===== src/verilog/sie_pkg.sv =====
// Package: register map, field positions and bus types of the interrupt enable slice
package sie_pkg;
    // ****************************************
    // Register map
    // ****************************************
    localparam logic [7:0] ENABLE_OFFSET = 8'h00;
    localparam logic [7:0] STATUS_OFFSET = 8'h04;
    localparam logic [7:0] MASK_OFFSET = 8'h08;
    localparam logic [7:0] PENDING_OFFSET = 8'h0c;

    // ****************************************
    // Field positions and reset values
    // ****************************************
    localparam int CMD_SENT_BIT = 7;
    localparam int TRANSFER_END_BIT = 8;
    localparam int STARTBIT_ERR_BIT = 9;
    localparam int BLOCK_END_BIT = 10;
    localparam int CMD_ACTIVE_BIT = 11;
    localparam int TX_ACTIVE_BIT = 12;
    localparam int FIELD_LSB = 7;
    localparam int FIELD_WIDTH = 6;
    localparam logic [5:0] ENABLE_RESET = 6'h00;
    localparam logic [5:0] STATUS_RESET = 6'h00;
    localparam logic [5:0] MASK_RESET = 6'h00;

    // ****************************************
    // Response codes
    // ****************************************
    localparam logic [1:0] RESP_OKAY = 2'h0;
    localparam logic [1:0] RESP_SLVERR = 2'h2;

    // Status flags of the host, one per gated event
    typedef struct packed {
        logic tx_active;
        logic cmd_active;
        logic block_end;
        logic startbit_err;
        logic transfer_end;
        logic cmd_sent;
    } sie_flags_t;
endpackage : sie_pkg


===== src/verilog/sie_irq_enable.sv =====
// Interrupt enable slice (bits 12..7) with AXI4-Lite slave and sticky event status
//
// The implementer's own choices: the register offsets and the AXI4-Lite slave port.
module sie_irq_enable (
    // Clock and reset
    input wire logic aclk,
    input wire logic aresetn,
    // Write address channel
    input wire logic awvalid,
    output logic awready,
    input wire logic [7:0] awaddr,
    // Write data channel
    input wire logic wvalid,
    output logic wready,
    input wire logic [31:0] wdata,
    input wire logic [3:0] wstrb,
    // Write response channel
    output logic bvalid,
    input wire logic bready,
    output logic [1:0] bresp,
    // Read address channel
    input wire logic arvalid,
    output logic arready,
    input wire logic [7:0] araddr,
    // Read data channel
    output logic rvalid,
    input wire logic rready,
    output logic [31:0] rdata,
    output logic [1:0] rresp,
    // Status flags from the command and data paths
    input wire sie_pkg::sie_flags_t flags,
    // Shared host interrupt request and summary interrupt
    output logic host_irq,
    output logic irq
);
    // ****************************************
    // Write channel
    // ****************************************
    logic aw_held;
    logic w_held;
    logic [7:0] aw_addr;
    logic [31:0] w_data;
    logic [3:0] w_strb;
    logic next_aw_held;
    logic next_w_held;
    logic [7:0] next_aw_addr;
    logic [31:0] next_w_data;
    logic [3:0] next_w_strb;
    logic next_bvalid;
    logic [1:0] next_bresp;
    logic do_write;
    logic [5:0] enable;
    logic [5:0] status;
    logic [5:0] mask;
    logic [5:0] flags_q;
    logic [5:0] next_enable;
    logic [5:0] next_status;
    logic [5:0] next_mask;
    logic [5:0] wr_field;
    logic [5:0] events;

    // Address and data are accepted independently; both must be held before the write commits
    assign awready = !aw_held && !bvalid;
    assign wready = !w_held && !bvalid;
    assign do_write = aw_held && w_held && !bvalid;
    // Only byte lanes 0 and 1 carry fields, bits 12..7 span both
    assign wr_field = {(w_strb[1] ? w_data[12:8] : {enable[5:1]}), (w_strb[0] ? w_data[7] : enable[0])};

    always_comb begin
        next_aw_held = aw_held;
        next_w_held = w_held;
        next_aw_addr = aw_addr;
        next_w_data = w_data;
        next_w_strb = w_strb;
        next_bvalid = bvalid;
        next_bresp = bresp;
        if (awvalid && awready) begin
            next_aw_held = 1'b1;
            next_aw_addr = awaddr;
        end
        if (wvalid && wready) begin
            next_w_held = 1'b1;
            next_w_data = wdata;
            next_w_strb = wstrb;
        end
        if (do_write) begin
            next_aw_held = 1'b0;
            next_w_held = 1'b0;
            next_bvalid = 1'b1;
            next_bresp = (aw_addr == sie_pkg::ENABLE_OFFSET || aw_addr == sie_pkg::STATUS_OFFSET ||
                          aw_addr == sie_pkg::MASK_OFFSET || aw_addr == sie_pkg::PENDING_OFFSET)
                         ? sie_pkg::RESP_OKAY : sie_pkg::RESP_SLVERR;
        end else if (bvalid && bready) begin
            next_bvalid = 1'b0;
        end
    end

    always_ff @(posedge aclk) begin
        if (!aresetn) begin
            aw_held <= 1'b0;
            w_held <= 1'b0;
            aw_addr <= 8'h00;
            w_data <= 32'h0000_0000;
            w_strb <= 4'h0;
            bvalid <= 1'b0;
            bresp <= sie_pkg::RESP_OKAY;
        end else begin
            aw_held <= next_aw_held;
            w_held <= next_w_held;
            aw_addr <= next_aw_addr;
            w_data <= next_w_data;
            w_strb <= next_w_strb;
            bvalid <= next_bvalid;
            bresp <= next_bresp;
        end
    end

    // ****************************************
    // Enable, sticky status and mask
    // ****************************************
    // Rising edges of the flags are the events; flags come from logic on this clock
    assign events = flags & ~flags_q;

    always_comb begin
        next_enable = enable;
        next_mask = mask;
        next_status = status;
        if (do_write && aw_addr == sie_pkg::ENABLE_OFFSET) begin
            next_enable = wr_field;
        end
        if (do_write && aw_addr == sie_pkg::MASK_OFFSET) begin
            next_mask = {(w_strb[1] ? w_data[12:8] : mask[5:1]), (w_strb[0] ? w_data[7] : mask[0])};
        end
        if (do_write && aw_addr == sie_pkg::STATUS_OFFSET) begin
            next_status = status & ~{(w_strb[1] ? w_data[12:8] : 5'h00), (w_strb[0] ? w_data[7] : 1'b0)};
        end
        // A new event wins over a clear in the same cycle
        next_status = next_status | events;
    end

    always_ff @(posedge aclk) begin
        if (!aresetn) begin
            enable <= sie_pkg::ENABLE_RESET;
            status <= sie_pkg::STATUS_RESET;
            mask <= sie_pkg::MASK_RESET;
            flags_q <= 6'h00;
        end else begin
            enable <= next_enable;
            status <= next_status;
            mask <= next_mask;
            flags_q <= flags;
        end
    end

    // ****************************************
    // Interrupt outputs
    // ****************************************
    logic next_host_irq;
    logic next_irq;

    // Registered so both requests are glitch free; costs one cycle of latency
    always_comb begin
        next_host_irq = |(flags & enable);
        next_irq = |(status & mask);
    end

    always_ff @(posedge aclk) begin
        if (!aresetn) begin
            host_irq <= 1'b0;
            irq <= 1'b0;
        end else begin
            host_irq <= next_host_irq;
            irq <= next_irq;
        end
    end

    // ****************************************
    // Read channel
    // ****************************************
    logic next_rvalid;
    logic [31:0] next_rdata;
    logic [1:0] next_rresp;
    logic [5:0] rd_field;

    assign arready = !rvalid;

    always_comb begin
        next_rvalid = rvalid;
        next_rdata = rdata;
        next_rresp = rresp;
        rd_field = 6'h00;
        if (arvalid && arready) begin
            next_rvalid = 1'b1;
            next_rresp = sie_pkg::RESP_OKAY;
            unique case (araddr)
                sie_pkg::ENABLE_OFFSET: rd_field = enable;
                sie_pkg::STATUS_OFFSET: rd_field = status;
                sie_pkg::MASK_OFFSET: rd_field = mask;
                sie_pkg::PENDING_OFFSET: rd_field = status & mask;
                default: next_rresp = sie_pkg::RESP_SLVERR;
            endcase
            // Reserved bits read as zero
            next_rdata = {19'h00000, rd_field, 7'h00};
        end else if (rvalid && rready) begin
            next_rvalid = 1'b0;
        end
    end

    always_ff @(posedge aclk) begin
        if (!aresetn) begin
            rvalid <= 1'b0;
            rdata <= 32'h0000_0000;
            rresp <= sie_pkg::RESP_OKAY;
        end else begin
            rvalid <= next_rvalid;
            rdata <= next_rdata;
            rresp <= next_rresp;
        end
    end
endmodule : sie_irq_enable


===== config.mk =====
export PLATFORM = sky130hd
export DESIGN_NAME = sie_irq_enable
export DESIGN_NICKNAME = d
export VERILOG_FILES = /design/src/verilog/sie_pkg.sv /design/src/verilog/sie_irq_enable.sv
export SDC_FILE = /design/constraint.sdc
export NUM_CORES = 1
export LEC_CHECK = 0
export BUFFER_PORTS_ARGS = -buffer_cell sky130_fd_sc_hd__clkbuf_2
export CORE_MARGIN = 1
export CORE_UTILIZATION = 35
export CTS_CLUSTER_DIAMETER = 60
export CTS_CLUSTER_SIZE = 25
export DETAILED_ROUTE_END_ITERATION = 10
export PLACE_DENSITY_LB_ADDON = 0.08
export SLEW_MARGIN = 20
export SYNTH_ARGS = -nofsm -noshare
export SYNTH_HDL_FRONTEND = slang
export SYNTH_SLANG_ARGS = --single-unit

===== constraint.sdc =====
create_clock -name aclk -period 1.44 [get_ports aclk]
set_input_delay 0.216 -clock aclk [delete_from_list [all_inputs] [get_ports aclk]]
set_output_delay 0.216 -clock aclk [all_outputs]
set_load 0.1 [all_outputs]

==> Yosys cells after proc, flatten, opt, wreduce, memory -nomap -nowiden <==
Cells that the tools add are included.
W data, S select, Z words.
{ "classes": {"n_bitwise": 8, "n_reduce_logical": 31, "n_mux": 10, "eq_ne": 6} }
{ "ops": {"columns": ["operator", "n"], "rows": [
  ["$eq A8 B4 Y1 const B", 4],
  ["$and A6 B6 Y6", 4],
  ["$pmux W6 S4", 1],
  ["$eq A8 B3 Y1 const B", 2],
  ["$logic_not A8 Y1", 2],
  ["$logic_and A1 B1 Y1", 12],
  ["$not A6 Y6", 2],
  ["$reduce_or A6 Y1", 2],
  ["$reduce_and A2 Y1", 4],
  ["$mux W6", 1],
  ["$or A6 B6 Y6", 1],
  ["$mux W1", 5],
  ["$mux W5", 1],
  ["$logic_not A1 Y1", 4],
  ["$mux W2", 2],
  ["$reduce_bool A2 Y1", 2],
  ["$reduce_or A4 Y1", 1],
  ["$logic_or A1 B1 Y1", 3],
  ["$reduce_or A2 Y1", 1],
  ["$not A1 Y1", 1]
]} }
{ "totals": {"out_inout_bits": 43, "ff_bits": 63, "word_cells": 73, "in_bits": 65} }

==> Longest topological paths before layout <==
Gate-level depths: netlist (run 1).
{ "logic_depth": {"ltp_word": 5, "ltp_mapped": 4, "ltp_nobuf": 3} }

==> Worst setup path before layout (run 1) <==
OpenSTA, ideal clock, no wires.
{ "synth_timing": {"kind": "register to output", "start": "register bvalid", "end": "output awready", "required_ps": 1224, "path_buffers": 0, "path_stages_with_launch": 2, "arrival_time_ps": 2103, "setup_slack_ps": -879, "cell_sequence": "dfxtp_1 nor2_1"} }
{ "synth_between": {"elab_chain_len": 2} }
{ "synth_rtl": {"columns": ["item", "line", "rtl"], "rows": [
  ["start, declared", "sie_irq_enable.sv:18", "output logic bvalid,"],
  ["start signal, assigned", "sie_irq_enable.sv:113", "bvalid <= next_bvalid;"],
  ["$logic_not A1 Y1", "sie_irq_enable.sv:63", "assign awready = !aw_held && !bvalid;"],
  ["$logic_and A1 B1 Y1", "sie_irq_enable.sv:63", null],
  ["end, declared", "sie_irq_enable.sv:10", "output logic awready,"]
]} }
Every way passes these cells.

==> Worst setup path after layout (run 1) <==
{ "layout_timing": {"start": "register aw_addr[7]", "end": "register enable[3]"} }
{ "layout_between": {"elab_chain_len": 3} }
{ "layout_rtl": {"columns": ["item", "line", "rtl"], "rows": [
  ["start, declared", "sie_irq_enable.sv:41", "logic [7:0] aw_addr;"],
  ["start signal, assigned", "sie_irq_enable.sv:110", "aw_addr <= next_aw_addr;"],
  ["$logic_not A8 Y1", "sie_irq_enable.sv:128", "if (do_write && aw_addr == sie_pkg::ENABLE_OFFSET) begin"],
  ["$logic_and A1 B1 Y1", "sie_irq_enable.sv:128", null],
  ["$reduce_and A2 Y1 (no source line)", null, null],
  ["end signal, assigned", "sie_irq_enable.sv:143", "enable <= sie_pkg::ENABLE_RESET;"],
  ["end signal, assigned", "sie_irq_enable.sv:148", "enable <= next_enable;"],
  ["end, declared", "sie_irq_enable.sv:52", "logic [5:0] enable;"]
]} }
Every way passes these cells.
A chain may end at the register's enable or synchronous reset.

==> results of run 1 <==
-- worst reg2reg max path, delay by kind of cell, from the launching register on --
family / cells / cell delay, ps
DFF: 1 / 330
and+or+nand+nor: 2 / 740
buffers and inverters: 1 / 170
muxes: 1 / 170
-- layer usage --
layer / wire, µm / share of wire [%]
met1: 2720 / 53
met2: 2080 / 40
met3: 280 / 5.4
met4: 62 / 1.2
met5: 0 / 0
-- timing repair --
item / CTS / global route
pin swaps: 0 / 3
setup buffers: 0 / 1
resized for setup: 3 / 11
setup endpoints to repair: 11 / 16
-- report_power, final --
| group | internal [mW] | switching, mW |
|---|---|---|
| logic | 0.246 | 0.665 |
| clock network | 0.442 | 0.494 |
| registers | 1.56 | 0.0442 |
-- synthesized netlist by cell type, drive strengths merged --
library cell  number  area (µm²)
a21oi              7        35.0
a22oi              6        45.0
a311oi             1        8.76
a31oi              2        12.5
and2               5        31.3
and3b              3        26.3
buf               31         221
clkbuf             7        26.3
conb               1        3.75
dfxtp             54        1080
inv                5        18.8
mux2i             28         280
nand2             22        82.6
nand2b             4        25.0
nand3              7        35.0
nand3b             2        15.0
nand4              3        18.8
nand4b             1        8.76
nor2              25        93.8
nor2b             10        62.6
nor3               6        30.0
nor3b              3        22.5
nor4               5        52.6
o211a              1        10.0
o21ai              5        25.0
o22ai              7        43.8
o41ai              6        52.6
or2                1        6.26
or3b               1        8.76
or4                1        11.3
-- metrics by stage --
stage               utilization, %  std cells
finish                        46.7        407
global route                  46.7        407
CTS                           46.0        406
detailed placement            44.2        398
global placement              44.2        398
floorplan                        -        287
-- final timing paths --
path	endpoint	depth (start not counted)	startpoint	slack, ps
setup / recovery	enable[3]	4	aw_addr[7]	-50
hold / removal	flags_q[1]	2	flags[1]	130
hold reg to reg	status[0]	1	flags_q[0]	430
setup reg to reg	enable[3]	4	aw_addr[7]	-50
-- cell type report --
cell class / count / area, µm² / area share, %
clock buffer: 7 / 96.3 / 3.18
clock inverter: 1 / 8.76 / 0.289
inverter: 5 / 22.5 / 0.743
multi-input combinational: 190 / 1240 / 41.0
sequential: 54 / 1090 / 36.0
tap: 77 / 96.3 / 3.18
timing repair buffer: 73 / 473 / 15.6
-- cell families after synthesis --
kind of cell | count (synthesis) | synth area share (%)
simple gates | 99 | 22.2
flops | 54 | 45.1
buf+inv | 43 | 11.1
compound gates | 35 | 9.72
mux | 28 | 11.7
other cells | 1 | 0.157
-- state kept, by name (all words and copies together), names as in the netlist, 2 cells and up --
name and count:
aw_addr 8, enable 6, flags_q 6, mask 6, rdata 6, status 6, w_data 6, w_strb 2
-- cell usage in the layout, fill, tap and decap left out, drive strengths merged, types with 2 or more instances in the layout --
master,Yosys,layout
dfxtp,54,54
mux2i,28,28
nor2b,10,10
inv,5,4
nor3,6,6
and3b,3,3
conb,1,28
a21oi,7,7
buf,31,27
o41ai,6,6
nand2b,4,4
nand3,7,7
nor2,25,25
nor4,5,5
a31oi,2,2
o21ai,5,5
nor3b,3,3
o22ai,7,7
a22oi,6,6
nand2,22,22
and2,5,5
clkbuf,7,53
nand3b,2,2
nand4,3,3
==> flow_summary.ini, run 1 <==
[global_route]
busiest_layer = met1
grt_pass1_wl_um = 8430
grt_use_total_pct = 15.0
met2_usage_pct = 21.5
use_met1_pct = 22.3
overflow = 0
grt_max_degree = 31
antenna_found_initial = 0
use_met3_pct = 3.64
grt_pass1_vias = 1784

[sta]
relSlewSlack_pct = 64.0
worst_slack_ps = -45.3
rsz0062_at_grt = true
setup_tns_ps = -195
max_freq_ghz = 0.673
hold_viol = 0
setup_viol = 5
drv_slew = 0
tightest_slew_ps = 542
finClkSkew_ps = 13.5
fin_crit_ps = 1490
worst_hold_slack_ps = 129
min_period_over_period_pct = 103

[final_layout]
final_layout_size_suffix_gt1_share_pct = 31.8
fin_area_mm2 = 0.00303
antenna_cells = 0
num-fill-cells = 650
final_nets = 394
area_growth_pct = 26.6

[setup_path]
crit_type = register to register
critPathTopFamily = simple AND/OR/NAND/NOR gates
path_cells = or4_4, nor4_4, buf_6, mux2i_1
startpoint_type = register
end_kind = register
crit_buf_inv = 1
required_ps = 1680
slowest_stage = or4_4
cp_max_fo = 5
cpPeakStageDelay_ps = 570
critical_path_arrival_ps = 1730

[placed_design]
placed_area_mm2 = 0.00287
post-place-ws_ps = -59.4
io_buffers = 51
place_congestion = 0.731
dpl.hpwl_um = 3900

[flow_run]
drv_cap = 0

[pwr]
leakage_nw = 1.37
fin_total_pwr_mw = 3.45
ir_worst_vdd_mv = 0.364
cellPowerDensity_mw_per_mm2 = 1140

[yosys]
postSynthCellCount = 260
yosysSeqAreaShare_pct = 45.1
ys_ff_latch = 54
syn-mean-instance-area_um2 = 9.21
synth_area_mm2 = 0.00239
synthDistinctLibCells = 33
ys_warn_count = 0

[floorplanning]
fp.coreArea_mm2 = 0.00649
die_x_um = 84.7
fp.dieH_um = 84.7
die-area_mm2 = 0.00718
io_pins = 108
rows = 29
start_util_pct = 36.9

[routing]
num_vias = 1921
wl_um = 5140
via_per_inst = 4.72
drt_iter0_markers = 89
ant_nets = 0
drtPass1Iterations = 9
post_drt_wl_per_cell_um = 12.6
drc_errors = 11

[cts]
cts_tree = yes
clkTransAtPathRegs_ps = 100
cts_hold_buf = 0
cts_buffer_depth = 2
h-tree-depth = 2
cts_sinks = 54
clk_latency_ps = 310
cts_made_buffers = 5
cts_root_buf = clkbuf_8

[status]
status = complete, but fails checks
violations = DRC, setup timing

[min_path]
hold_path.class = input pin to register
Note: power is estimated with default switching activity, not from simulation.
==> run 2: changes to the inputs <==
--- a/config.mk
+++ b/config.mk
@@ -8,6 +8,7 @@
 export BUFFER_PORTS_ARGS = -buffer_cell sky130_fd_sc_hd__clkbuf_2
 export CORE_MARGIN = 1
 export CORE_UTILIZATION = 35
+export CTS_BUF_LIST = sky130_fd_sc_hd__clkbuf_16
 export CTS_CLUSTER_DIAMETER = 60
 export CTS_CLUSTER_SIZE = 25
 export DETAILED_ROUTE_END_ITERATION = 10
==> flow_summary.ini, run 2 (synthesized netlist as in run 1, its figures left out) <==
[flow_run]
drv_cap = 0

[final_layout]
final_layout_size_suffix_gt1_share_pct = 31.2
multi_input_area_mm2 = 0.00124
most-common-layout-cells = dfxtp_1, clkbuf_2, mux2i_1, conb_1, nor2_1
final_nets = 394
final_common_cell = dfxtp_1
seqCellArea_mm2 = 0.00109
regMostFlops = aw_addr
area_growth_pct = 28.2
num-fill-cells = 654
layout.cells.non_filler = 407
fin_area_mm2 = 0.00307
antenna_cells = 0
largest_reg_flops = 8

[cts]
h-tree-depth = 2
cts_sinks = 54
cts_made_buffers = 5
clk_latency_ps = 290
clkTransAtPathRegs_ps = 70
cts_buffer_depth = 2
cts_tree = yes
cts_root_buf = clkbuf_16

[routing]
drc_errors = 11
post_drt_wl_per_cell_um = 12.7
wl_um = 5190
drt_iter0_markers = 75
drtPass1Iterations = 9
via_per_inst = 4.68
ant_nets = 0
num_vias = 1903

[sta]
hold_viol = 0
worst_slack_ps = -34.5
setup_viol = 5
min_period_over_period_pct = 102
relSlewSlack_pct = 64.0
fin_crit_ps = 1470
max_freq_ghz = 0.678
finClkSkew_ps = 8.53
rsz0062_at_grt = true
drv_slew = 0
setup_tns_ps = -144
tightest_slew_ps = 542

[placed_design]
dpl.hpwl_um = 3900
placed_area_mm2 = 0.00287
io_buffers = 51
placed_cells = 398
place_congestion = 0.731

[global_route]
grt_pass1_vias = 1781
grt_max_degree = 31
grt_use_total_pct = 15.0
antenna_found_initial = 0
overflow = 0
grt_pass1_wl_um = 8420

[status]
status = complete, but fails checks
violations = DRC, setup timing

[floorplanning]
fp.coreArea_mm2 = 0.00649
die_x_um = 84.7
rows = 29
io_pins = 108
start_util_pct = 36.9
die-area_mm2 = 0.00718
fp.dieH_um = 84.7

[pwr]
cellPowerDensity_mw_per_mm2 = 1200
leakage_nw = 1.38
fin_total_pwr_mw = 3.68
ir_worst_vdd_mv = 0.449

[setup_path]
critical_path_arrival_ps = 1700
cp_max_fo = 5
required_ps = 1660
end_kind = register
r2r_start = aw_addr[7]
crit_start = aw_addr[7]
startpoint_type = register
crit_type = register to register

[min_path]
hold_path.class = input pin to register
hp-start = flags[1]
run 2: path summary, 6_finish.rpt:
kind | cells after the start | slack, ps | endpoint
hold reg to reg | 1 | 430 | status[0]
hold / removal | 2 | 150 | flags_q[1]
setup reg to reg | 4 | -30 | enable[3]
setup / recovery | 4 | -30 | enable[3]
run 2: routing by layer:
layer  GRT usage (%)  wire length, µm  vias to the layer above
met5               0                0                        -
met4            4.62               73                        0
met3            3.34              234                        7
met2            21.5             2100                       63
met1            22.2             2780                      843
li1                -                -                      990
run 2: power breakdown:
group	internal, mW	switching (mW)
Clock	0.636	0.527
Sequential	1.56	0.0445
Combinational	0.247	0.667
Total	2.45	1.24
run 2: worst max-delay path, cell delays in order (launching register included):
cell and delay [ps]:
dfxtp_2 320, or4_4 570, nor4_4 170, buf_6 170, mux2i_1 170
run 2: repair_timing:
item | in CTS | in global routing
resized for setup | 3 | 11
endpoints found under the setup margin | 13 | 16
buffers inserted | 0 | 1
pin swaps | 0 | 3
hold buffers | 0 | 0
gates cloned | 0 | 0
run 2: per-stage QoR:
stage | utilization, % | hold slack [ps] | setup slack [ps]
2_1_floorplan | - | 327 | -99.2
3_3_place_gp | 44.2 | 412 | -54.9
3_5_place_dp | 44.2 | 421 | -59.4
4_1_cts | 46.5 | 146 | -68.2
5_1_grt | 47.3 | 154 | -101
6_report | 47.3 | 148 | -34.5
run 2: layout make-up:
class | count | share of cell area (%)
flip-flops and latches | 54 | 35.6
clock inverters | 3 | 0.530
inverters | 5 | 0.734
clock buffers | 5 | 4.08
well taps | 77 | 3.14
repair buffers | 73 | 15.4
multi-input cells | 190 | 40.5
